## src/common/brxm_pkg.sv

```systemverilog
/*
 * brxm_pkg: constants, carrier structs and shared decode for the bit-error
 * receiver register bank and memory address decoder.
 * assumes: one host port clock domain; all users refer to items as brxm_pkg::name.
 */
package brxm_pkg;
	// ----------------------------------------------------------------
	// widths and address layout
	// ----------------------------------------------------------------
	localparam int ADDR_W = 14;
	localparam int DATA_W = 16;
	localparam int NSTREAM = 16;
	localparam int MEM_SEL_BIT = 13;        // high selects memory space
	localparam int STRM_HI = 12;            // stream field a12..a8
	localparam int STRM_LO = 8;
	localparam int CHAN_HI = 7;             // channel field a7..a0

	// ----------------------------------------------------------------
	// register offsets (low nibble selects the stream for start, length and error count)
	// ----------------------------------------------------------------
	localparam logic [13:0] CTRL_OFS = 14'h0000;
	localparam logic [13:0] START_OFS = 14'h0300;
	localparam logic [13:0] LEN_OFS = 14'h0320;
	localparam logic [13:0] ERRC_OFS = 14'h0360;

	// ----------------------------------------------------------------
	// field positions and reset values
	// ----------------------------------------------------------------
	localparam int START_W = 8;             // start_channel_field 7..0
	localparam int LEN_W = 9;               // length_field 8..0
	localparam int ERRC_W = 16;             // error_count_field 15..0
	localparam int TGT_W = 2;               // memory target, control bits 1..0
	localparam logic [15:0] CTRL_RST = 16'h0000;
	localparam logic [7:0] START_RST = 8'h00;
	localparam logic [8:0] LEN_RST = 9'h000;
	localparam logic [15:0] ERRC_MAX = 16'hffff;
	localparam logic [14:0] PRBS_SEED = 15'h7fff;

	// ----------------------------------------------------------------
	// memory targets and stream rate codes
	// ----------------------------------------------------------------
	localparam logic [1:0] TGT_DATA = 2'h0;
	localparam logic [1:0] TGT_CONN_LOW = 2'h1;  // connection_word_low
	localparam logic [1:0] TGT_CONN_HIGH = 2'h2; // connection_word_high
	localparam logic [3:0] RATE_2M = 4'h1;
	localparam logic [3:0] RATE_4M = 4'h2;
	localparam logic [3:0] RATE_8M = 4'h3;
	localparam logic [3:0] RATE_16M = 4'h4;
	localparam logic [7:0] CHMAX_2M = 8'h1f;
	localparam logic [7:0] CHMAX_4M = 8'h3f;
	localparam logic [7:0] CHMAX_8M = 8'h7f;
	localparam logic [7:0] CHMAX_16M = 8'hff;

	// ----------------------------------------------------------------
	// carriers
	// ----------------------------------------------------------------
	typedef struct packed {
		logic sel;
		logic wr;
		logic rd;
		logic [13:0] addr;
		logic [15:0] wdata;
	} brxm_cpu_req_s;

	typedef struct packed {
		logic valid;
		logic we;
		logic [1:0] target;
		logic [3:0] stream;
		logic [7:0] chan;
		logic [15:0] wdata;
	} brxm_mem_req_s;

	typedef enum logic [1:0] {
		BRXM_IDLE = 2'b00,
		BRXM_MWAIT = 2'b01
	} brxm_state_e;

	// channel usable at the stream's rate; unused rate codes allow none
	function automatic logic chan_ok(input logic [3:0] rate, input logic [7:0] chan);
		case (rate)
			RATE_2M: chan_ok = (chan <= CHMAX_2M);
			RATE_4M: chan_ok = (chan <= CHMAX_4M);
			RATE_8M: chan_ok = (chan <= CHMAX_8M);
			RATE_16M: chan_ok = (chan <= CHMAX_16M);
			default: chan_ok = 1'b0;
		endcase
	endfunction : chan_ok
endpackage : brxm_pkg

```

## src/hdl/brxm_ber_chk.sv

```systemverilog
/*
 * brxm_ber_chk: one stream's bit-error receiver, prbs compare over a channel
 * window and a saturating 16-bit error count.
 * assumes: chan, bit_vld and bit_in come from switch logic on ref_clk.
 */
`timescale 1ns/10ps
module brxm_ber_chk (
	input wire logic ref_clk,
	input wire logic rst,
	input wire logic clear,
	input wire logic [7:0] start_chan,
	input wire logic [8:0] length,
	input wire logic [7:0] chan,
	input wire logic bit_vld,
	input wire logic bit_in,
	output logic [15:0] err_cnt_q
);
	logic [14:0] prbs_q, prbs_d;
	logic [15:0] err_cnt_d;
	logic [9:0] win_end;
	logic in_win, cmp, mismatch;

	// ----------------------------------------------------------------
	// window and compare
	// ----------------------------------------------------------------
	// ten bits so start plus length never wraps back into range
	assign win_end = {2'b00, start_chan} + {1'b0, length};
	assign in_win = (chan >= start_chan) && ({2'b00, chan} < win_end);
	assign cmp = bit_vld && in_win;
	assign mismatch = bit_in != prbs_q[14];

	// pattern advances only on compared bits; count saturates
	always_comb begin
		prbs_d = prbs_q;
		err_cnt_d = err_cnt_q;
		if (clear) begin
			prbs_d = brxm_pkg::PRBS_SEED;
			err_cnt_d = '0;
		end else if (cmp) begin
			prbs_d = {prbs_q[13:0], prbs_q[14] ^ prbs_q[13]};
			if (mismatch && err_cnt_q != brxm_pkg::ERRC_MAX) begin
				err_cnt_d = err_cnt_q + 16'h0001;
			end
		end
	end

	always_ff @(posedge ref_clk or posedge rst) begin
		if (rst) begin
			prbs_q <= brxm_pkg::PRBS_SEED;
			err_cnt_q <= 16'h0000;
		end else begin
			prbs_q <= prbs_d;
			err_cnt_q <= err_cnt_d;
		end
	end
endmodule : brxm_ber_chk

```

## src/hdl/brxm_regs.sv

```systemverilog
/*
 * brxm_regs: host port register bank and memory decode with sixteen
 * per-stream bit-error receivers.
 * assumes: host strobes are one-cycle pulses synchronous to ref_clk; the
 * memory answers reads with a one-cycle mem_rvalid.
 */
// Function
// - a13 high routes access to memory
// - a13 low decodes as register access
// - control bits 1..0 pick memory target
// - a12..a8 stream, a7..a0 channel
// - 2M uses ch 0-31, 4M ch 0-63
// - 8M uses ch 0-127, 16M 0-255
// - start register per stream, 8-bit field
// - length register per stream, 9-bit field
// - read-only 16-bit error count per stream
`timescale 1ns/10ps
module brxm_regs (
	input wire logic ref_clk,
	input wire logic rst,
	input wire brxm_pkg::brxm_cpu_req_s cpu_req,
	input wire logic [15:0][3:0] stream_rate,
	input wire logic [15:0] mem_rdata,
	input wire logic mem_rvalid,
	input wire logic [7:0] ber_chan,
	input wire logic ber_bit_vld,
	input wire logic [15:0] ber_bit,
	output logic [15:0] cpu_rdata_q,
	output logic cpu_ack_q,
	output logic cpu_busy_q,
	output brxm_pkg::brxm_mem_req_s mem_req_q
);
	brxm_pkg::brxm_state_e state_q, state_d;
	brxm_pkg::brxm_mem_req_s mem_req_d;
	logic [15:0] ctrl_q, ctrl_d;
	logic [7:0] start_q [16];
	logic [7:0] start_d [16];
	logic [8:0] len_q [16];
	logic [8:0] len_d [16];
	logic [15:0] clr_q, clr_d;
	logic [15:0] errc [16];
	logic [15:0] cpu_rdata_d, reg_rdata;
	logic cpu_ack_d, take, is_mem, mem_ok;
	logic [4:0] strm;
	logic [7:0] chan;
	logic [3:0] ridx;

	// ----------------------------------------------------------------
	// address decode
	// ----------------------------------------------------------------
	assign take = cpu_req.sel && (cpu_req.wr || cpu_req.rd) && state_q == brxm_pkg::BRXM_IDLE;
	assign is_mem = cpu_req.addr[brxm_pkg::MEM_SEL_BIT];
	assign strm = cpu_req.addr[brxm_pkg::STRM_HI:brxm_pkg::STRM_LO];
	assign chan = cpu_req.addr[brxm_pkg::CHAN_HI:0];
	assign ridx = cpu_req.addr[3:0];
	// streams 16..31 and the spare target code are refused, not aliased
	assign mem_ok = !strm[4] && ctrl_q[1:0] != 2'h3
		&& brxm_pkg::chan_ok(stream_rate[strm[3:0]], chan);

	// register read mux; unmapped offsets read zero
	always_comb begin
		reg_rdata = 16'h0000;
		if (cpu_req.addr == brxm_pkg::CTRL_OFS) begin
			reg_rdata = ctrl_q;
		end else if (cpu_req.addr[13:4] == brxm_pkg::START_OFS[13:4]) begin
			reg_rdata = {8'h00, start_q[ridx]};
		end else if (cpu_req.addr[13:4] == brxm_pkg::LEN_OFS[13:4]) begin
			reg_rdata = {7'h00, len_q[ridx]};
		end else if (cpu_req.addr[13:4] == brxm_pkg::ERRC_OFS[13:4]) begin
			reg_rdata = errc[ridx];
		end
	end

	// ----------------------------------------------------------------
	// access sequencer and register writes
	// ----------------------------------------------------------------
	always_comb begin
		state_d = state_q;
		ctrl_d = ctrl_q;
		start_d = start_q;
		len_d = len_q;
		clr_d = 16'h0000;
		cpu_ack_d = 1'b0;
		cpu_rdata_d = cpu_rdata_q;
		mem_req_d = mem_req_q;
		mem_req_d.valid = 1'b0;
		case (state_q)
			brxm_pkg::BRXM_IDLE: begin
				if (take && is_mem) begin
					if (mem_ok) begin
						mem_req_d.valid = 1'b1;
						mem_req_d.we = cpu_req.wr;
						mem_req_d.target = ctrl_q[1:0];
						mem_req_d.stream = strm[3:0];
						mem_req_d.chan = chan;
						mem_req_d.wdata = cpu_req.wdata;
						// writes are posted, reads wait for the memory
						cpu_ack_d = cpu_req.wr;
						if (!cpu_req.wr) begin
							state_d = brxm_pkg::BRXM_MWAIT;
						end
					end else begin
						cpu_ack_d = 1'b1;
						if (cpu_req.rd) begin
							cpu_rdata_d = 16'h0000;
						end
					end
				end else if (take) begin
					cpu_ack_d = 1'b1;
					if (cpu_req.rd) begin
						cpu_rdata_d = reg_rdata;
					end else if (cpu_req.addr == brxm_pkg::CTRL_OFS) begin
						ctrl_d = cpu_req.wdata;
					end else if (cpu_req.addr[13:4] == brxm_pkg::START_OFS[13:4]) begin
						// upper bits dropped; host keeps them zero
						start_d[ridx] = cpu_req.wdata[brxm_pkg::START_W-1:0];
						clr_d[ridx] = 1'b1;
					end else if (cpu_req.addr[13:4] == brxm_pkg::LEN_OFS[13:4]) begin
						len_d[ridx] = cpu_req.wdata[brxm_pkg::LEN_W-1:0];
						clr_d[ridx] = 1'b1;
					end
				end
			end
			brxm_pkg::BRXM_MWAIT: begin
				if (mem_rvalid) begin
					cpu_ack_d = 1'b1;
					cpu_rdata_d = mem_rdata;
					state_d = brxm_pkg::BRXM_IDLE;
				end
			end
			default: state_d = brxm_pkg::BRXM_IDLE;
		endcase
	end

	always_ff @(posedge ref_clk or posedge rst) begin
		if (rst) begin
			state_q <= brxm_pkg::BRXM_IDLE;
			ctrl_q <= brxm_pkg::CTRL_RST;
			for (int i = 0; i < brxm_pkg::NSTREAM; i++) begin
				start_q[i] <= brxm_pkg::START_RST;
				len_q[i] <= brxm_pkg::LEN_RST;
			end
			clr_q <= 16'h0000;
			cpu_ack_q <= 1'b0;
			cpu_busy_q <= 1'b0;
			cpu_rdata_q <= 16'h0000;
			mem_req_q <= '0;
		end else begin
			state_q <= state_d;
			ctrl_q <= ctrl_d;
			start_q <= start_d;
			len_q <= len_d;
			clr_q <= clr_d;
			cpu_ack_q <= cpu_ack_d;
			cpu_busy_q <= state_d != brxm_pkg::BRXM_IDLE;
			cpu_rdata_q <= cpu_rdata_d;
			mem_req_q <= mem_req_d;
		end
	end

	// ----------------------------------------------------------------
	// per-stream receivers
	// ----------------------------------------------------------------
	// a start or length write restarts that stream's count and pattern
	for (genvar g = 0; g < brxm_pkg::NSTREAM; g++) begin : g_rx
		brxm_ber_chk u_chk (
			.ref_clk(ref_clk),
			.rst(rst),
			.clear(clr_q[g]),
			.start_chan(start_q[g]),
			.length(len_q[g]),
			.chan(ber_chan),
			.bit_vld(ber_bit_vld),
			.bit_in(ber_bit[g]),
			.err_cnt_q(errc[g])
		);
	end
endmodule : brxm_regs

```

## config.mk

```make
export PLATFORM = sky130hd
export DESIGN_NAME = brxm_regs
export DESIGN_NICKNAME = d
export VERILOG_FILES = /design/src/common/brxm_pkg.sv /design/src/hdl/brxm_ber_chk.sv /design/src/hdl/brxm_regs.sv
export SDC_FILE = /design/constraint.sdc
export NUM_CORES = 2
export LEC_CHECK = 0
export ABC_AREA = 1
export BUFFER_PORTS_ARGS = -buffer_cell sky130_fd_sc_hd__buf_2
export CORE_MARGIN = 1.5
export CORE_UTILIZATION = 45
export CTS_CLUSTER_SIZE = 40
export DETAILED_ROUTE_END_ITERATION = 7
export PLACE_DENSITY = 0.65
export SETUP_SLACK_MARGIN = 0.1
export SLEW_MARGIN = 20
export SYNTH_ARGS = -nofsm -noshare
export SYNTH_HDL_FRONTEND = slang
export SYNTH_HIERARCHICAL = 1
export SYNTH_SLANG_ARGS = --single-unit
```

## constraint.sdc

```tcl
create_clock -name ref_clk -period 19.1 [get_ports ref_clk]
set_input_delay 5.73 -clock ref_clk [delete_from_list [all_inputs] [get_ports ref_clk]]
set_output_delay 5.73 -clock ref_clk [all_outputs]
set_load 0.1 [all_outputs]
```

; Word-level counts from Yosys, hierarchy flattened
; Cells that the tools add are included.
[op_classes]
n_lt_le_gt_ge = 41
n_reduce_logical = 114
bitwise_logic = 21
add_sub_neg = 32
eq_ne = 45
muxes = 131
[op_table]
columns = op, count
row1 = $mux W16, 67
row2 = $mux W15, 32
row3 = $add A16 B1 Y16 const B, 16
row4 = $ne A16 B16 Y1 const B, 16
row5 = $add A8 B9 Y10, 16
row6 = $lt A8 B10 Y1, 16
row7 = $bwmux W144, 1
row8 = $bwmux W128, 1
row9 = $ge A8 B8 Y1, 16
row10 = $mux W32, 3
row11 = $reduce_bool A2 Y1, 34
row12 = $bmux W16 S4, 1
row13 = $logic_and A1 B1 Y1, 55
row14 = $bmux W9 S4, 1
row15 = $demux W9 S4, 1
row16 = $bmux W8 S4, 1
row17 = $demux W8 S4, 1
row18 = $pmux W16 S2, 1
row19 = $reduce_and A2 Y1, 16
row20 = $eq A10 B6 Y1 const B, 3
row21 = $mux W9, 3
row22 = $mux W8, 3
row23 = $bmux W4 S4, 1
row24 = $ne A1 B1 Y1, 16
row25 = 33 further kinds, 63
[word_totals]
output_inout_bits = 50
inputBits = 141
elab_cells = 460
register_bits = 852

; Logic depth before layout (Yosys ltp)
[depth]
depth_word = 12
depth_mapped = 20
mapped_depth_nobuf = 19

; Cells and area by module
; The synthesis kept the hierarchy.
[modules_own_cells]
columns = mod, seq_area_each_um2, cells_per_inst, area_per_inst_um2, instances
row1 = brxm_ber_chk at g_rx[12].u_chk ..., 794.5, 339, 2521.2, 11
row2 = brxm_regs, 8908.5, 2651, 18584.1, 1
row3 = brxm_ber_chk at g_rx[0].u_chk ..., 794.5, 342, 2618.8, 5

; Least setup slack after synthesis
; Ideal clock, no wire load.
[synth_path]
path_kind = in2reg
startpoint = input port cpu_req[24] in the netlist's numbering
endpoint = register cpu_rdata_q[10]
path_stages = 16
setup_ns = 0.068
path_slack_ns = 11.649
required_time_ns = 19.032
arrival_time_ns = 7.383
path_buffers = 3
cell_sequence = buf_2 -> inv_2 -> buf_4 -> nand2_1 -> nand3_1 -> nand2_1 -> a21oi_1 -> nand2_1 -> nor2_1 -> nor2_1 -> nor2_1 -> nand2_1 -> nand2_2 -> buf_2 -> nand2_1 -> nand2_1
[synth_between]
elab_chain_cells = 9
elab_cells_between_ends = 22
classes_between = eq/ne (8) / mux (11) / reduce/logical (3)
[synth_rtl]
columns = element, line_no
row1 = "start, declared", brxm_regs.sv:21  ; input wire brxm_pkg::brxm_cpu_req_s cpu_req,
row2 = "parallel branches: the longest is 9 deep, another holds $reduce_and A5 Y1", -
row3 = "end signal, assigned", brxm_regs.sv:156  ; cpu_rdata_q <= cpu_rdata_d;
row4 = "end, declared", brxm_regs.sv:28  ; output logic [15:0] cpu_rdata_q,
; Several ways; the timed one is not identified. The select of a mux whose other input is x is not followed.
; A chain may end at the register's enable or synchronous reset.

; Worst setup path after layout
[layout_path]
startpoint = input port cpu_req[16] in the netlist's numbering
endpoint = register start_q[91] in the netlist's numbering
[layout_between]
elab_chain_cells = 6
elab_cells_between_ends = 10
classes_between = order compare (2) / mux (3) / bitwise (2) / reduce/logical (3)
[layout_rtl]
columns = element, line_no
row1 = $not A4 Y5 (not written as such), brxm_regs.sv:116  ; start_d[ridx] = cpu_req.wdata[brxm_pkg::START_W-1:0];
row2 = $ge A5 B5 Y1 (not written as such) / $lt A5 B1 Y1 (equally long branches), brxm_regs.sv:116
row3 = $logic_and A1 B1 Y1 (not written as such), brxm_regs.sv:116
row4 = $mux W8 (not written as such), brxm_regs.sv:116
row5 = $demux W8 S4, brxm_regs.sv:116
row6 = $bwmux W128, brxm_regs.sv:116
row7 = "end signal, assigned by index", brxm_regs.sv:140  ; start_q[i] <= brxm_pkg::START_RST;
row8 = "end signal, assigned", brxm_regs.sv:151  ; start_q <= start_d;
row9 = "end, declared", brxm_regs.sv:36  ; logic [7:0] start_q [16];
; Several ways; a longest one is shown, not always the timed one.

==> summary.md <==
| Metric | Value |
|---|---|
| Post-CTS setup buffer count | `0` |
| Grt total ovfl | `0` |
| WHS Path Cells | `2` |
| Clk_skew | `0.0503 ns` |
| Slew headroom | `20.4%` |
| GRT Total Usage | `27.6%` |
| Critical Path Slowest Stage Cell | `nand3_1` |
| Main synth FF type | `dfrtp_1` |
| Switch Pwr | `1430 uW` |
| Fillers | `12,867` |
| WHS Endpoint | `mem_req_q[24]` |
| Cts bufs inserted | `98` |
| Placed Instances | `9,774` |
| Vias in the first global route | `50,489` |
| CTS tree | `yes` |
| Number of cell rows | `133` |
| DRC | `0` |
| HP Class | `flip-flop to flip-flop` |
| Hold Vio Cnt, Final | `0` |
| Share of cells above drive strength 1 | `12.9%` |
| Final setup fails | `0` |
| Outcome | `completed` |
| Vias/cell | `5.51` |
| Setup TNS | `0 ns` |
| Max Fclk | `0.117 GHz` |
| Cell count after synthesis | `8,090` |
| Comb pwr share | `15.1%` |
| Crit Reg-Reg Startpoint | `start_q[12]` |
| Final Wtd Congestion | `0.953` |
| Reg2Reg Setup Slack | `15.60 ns` |
| Non-filler cells, final | `9,956` |
| DP HPWL | `133 mm` |
| Die outline height | `366 microns` |
| Die area | `134,000 sq um` |
| WL/cell | `19.1 microns` |
| Seq pwr share | `42.4%` |
| Hold_buf cts | `0` |
| I/O pin count | `191` |
| Reg-to-reg critical path endpoint | `g_rx[14].u_chk/err_cnt_q[4]` |
| Worst Path Class, Setup | `primary input to flip-flop` |
| Critical Path Most Common Cell | `buf_4` |
| Syn-to-layout area delta | `9.04%` |
| Clk slew on worst S/H paths | `0.06 ns` |
| Initial Utilization | `45.2%` |
| Avg Cell Area, Syn | `7.34 sq um` |
| Die width | `366 microns` |
| Drt pass-1 iters | `7` |
| DRT antenna net count | `0` |
| First-pass GRT wire length | `294 mm` |
| Fin crit share | `44.6%` |
| Internal | `3290 uW` |
| Root buffer cell | `clkbuf_16` |
| Sw Share | `30.2%` |
| Yosys reg bits | `852` |
| CP startpoint | `cpu_req[16]` |
| Final worst slack | `10.57 ns` |
| Max Fanout on Critical Path | `38` |
| Worst-Skew Late Latency | `0.74 ns` |
| DR vias | `54,848` |
| Largest net degree at the start of global routing | `155` |
| Post-Route WL | `190 mm` |
| Worst setup EP type | `flip-flop` |
| CP max stage delay | `0.51 ns` |
| Max-cap violations | `0` |
| Maximum vdd ir drop | `0.0684 mV` |
| Final Power | `4720 uW` |
| RSZ-0062 raised after global routing | `no` |
| CP Cell Sequence | `buf_2, buf_4, nor2_4, buf_4, nand2_1, nor2_1, nand2_1, nand2_2, nor3_4, buf_4, nand3_1, o21ai_0` |
| Post-Syn Nets | `8,631` |
| Leak | `0.0319 uW` |
| Min-delay src | `mem_req_q[24]` |
| PD cells | `72.8 nW/um^2` |
| Yosys top cell by area | `dfrtp_1` |
| Port bufs | `190` |
| CP Data Required Time | `19.72 ns` |
| H-tree depth | `3` |
| Core ar. | `131,000 sq um` |
| Seq/Total Area, Yosys | `36.4%` |
| Least-Margin Pin Slew | `1.19 ns` |
| Ys Warns | `6` |
| Worst r2r path cells | `18` |
| Top post-synthesis cells by area | `dfrtp_1, nand2_1, dfstp_2` |
| Initial antenna violation count | `4` |
| Distinct cells, synth | `46` |
| Mapped cell area | `59,400 sq um` |
| Post-place setup slack | `9.92 ns` |
| Share of the synthesized area in the top cell type | `25.8%` |
| WP data arrival | `9.15 ns` |
| Crit path launch type | `primary input` |
| Final slew viol count | `0` |
| Number of gates resized after CTS | `0` |
| Post-synth ARST share | `100%` |
| Nets@finish | `8,660` |
| Clock power share | `42.6%` |
| Hold_ws | `0.480 ns` |
| Post-synth EDFFs | `0` |
| CTS Buffer Depth | `3` |
| CTS sink count | `852` |
| DR iter-0 viols | `5,409` |
| Period minus WS final | `8.53 ns` |
layer usage:
| metal | track usage [%] | wire (microns) | share of wire (%) |
|---|---|---|---|
| met5 | 0 | 12 | 0.0063 |
| met4 | 10.6 | 8150 | 4.3 |
| met3 | 4.44 | 12900 | 6.8 |
| met2 | 44.4 | 86500 | 46 |
| met1 | 37.3 | 82300 | 43 |
synth_stat cells (99+ instances only):
library cell     n
o21ai_0        668
o21ai_1        171
a21oi_1        186
nand3_1        706
dfstp_2        240
inv_1          665
ha_1           384
nand2_2         99
dfrtp_1        612
clkbuf_1       203
nand4_1        179
nor2_1        1010
xor2_1         245
nand2_1       2063
power by group through the flow:
stage               combinational, uW  clock (uW)  sequential (uW)
finish                            710        2010             2000
global placement                  689           0             2030
CTS                               706        2050             2000
detailed placement                704           0             2030
floorplan                         400           0             2110
global route                      781        2110             2010
cells by family (layout without fill, tap and decap cells):
logic type	after synthesis	after routing	share of synthesized area (%)
compound gates	1167	1167	10.4
xor+xnor	288	288	4.25
fa+ha+maj	400	400	8.63
buf+inv	1033	1142	7.51
flops	852	852	36.4
other cells	1	3	0.00631
simple gates	4349	4349	32.8
worst max-delay path by stage:
stage | slack [ns] | depth (start not counted) | to
floorplan | 3.49 | 1 | clr_q[0]
global placement | 9.76 | 18 | cpu_rdata_q[3]
detailed placement | 9.92 | 12 | start_q[91]
CTS | 10.71 | 12 | start_q[91]
global route | 10.37 | 13 | start_q[99]
finish | 10.57 | 12 | start_q[91]
registers in the layout, summed over array words and instances, names as in the netlist:
signal and cells:
cpu_ack_q 1, cpu_rdata_q 16, start_q 128, ctrl_q 16, state_q 2, cpu_busy_q 1
mem_req_q 32, g_rx.u_chk/prbs_q 240, clr_q 16, g_rx.u_chk/err_cnt_q 256, len_q 144
cell type report:
class / instances / area, sq um / area share (%)
multi-input cells: 6205 / 33400 / 51.5
well taps: 1755 / 2200 / 3.39
repair buffers: 269 / 1560 / 2.41
flip-flops and latches: 852 / 21600 / 33.4
inverters: 693 / 2610 / 4.03
clock buffers: 142 / 2920 / 4.51
clock inverters: 38 / 489 / 0.755
diodes: 2 / 5.00 / 0.00773
per-stage QoR:
stage / instance area, sq um / util, %
after floorplan: 59400 / -
after global placement: 61400 / 46.7
after detailed placement: 61400 / 46.7
after CTS: 64800 / 49.3
after global routing: 64800 / 49.3
final: 64800 / 49.3
placed cells by master, fill, tap and decap left out, types with 18 or more instances in the layout:
cell       Yosys  routed
clkbuf_16      0     102
nand3_2       45      45
o22ai_1       34      34
nor3_1        50      50
a31oi_1       32      32
clkbuf_8       0      22
inv_1        665     662
xnor2_1       43      43
nand4_1      179     179
inv_2         23      25
buf_4         41      79
clkbuf_1     203      18
nand3_1      706     706
xor2_1       245     245
a21oi_1      186     186
o21ai_1      171     170
nor3_2        32      32
nor2_1      1010    1005
a21oi_2       22      22
nand2_4       31      31
o21ai_0      668     667
nand2_1     2063    2058
ha_1         384     384
dfrtp_1      612     611
dfstp_2      240     240
nor2_2        67      70
buf_2         40     189
nand2_2       99     104
worst max-delay path, delay by kind of cell:
family	cells	cell delay, ns
simple gates	7	1.73
buf+inv	4	1.27
compound gates	1	0.34
(Power assumes the default switching activity.)
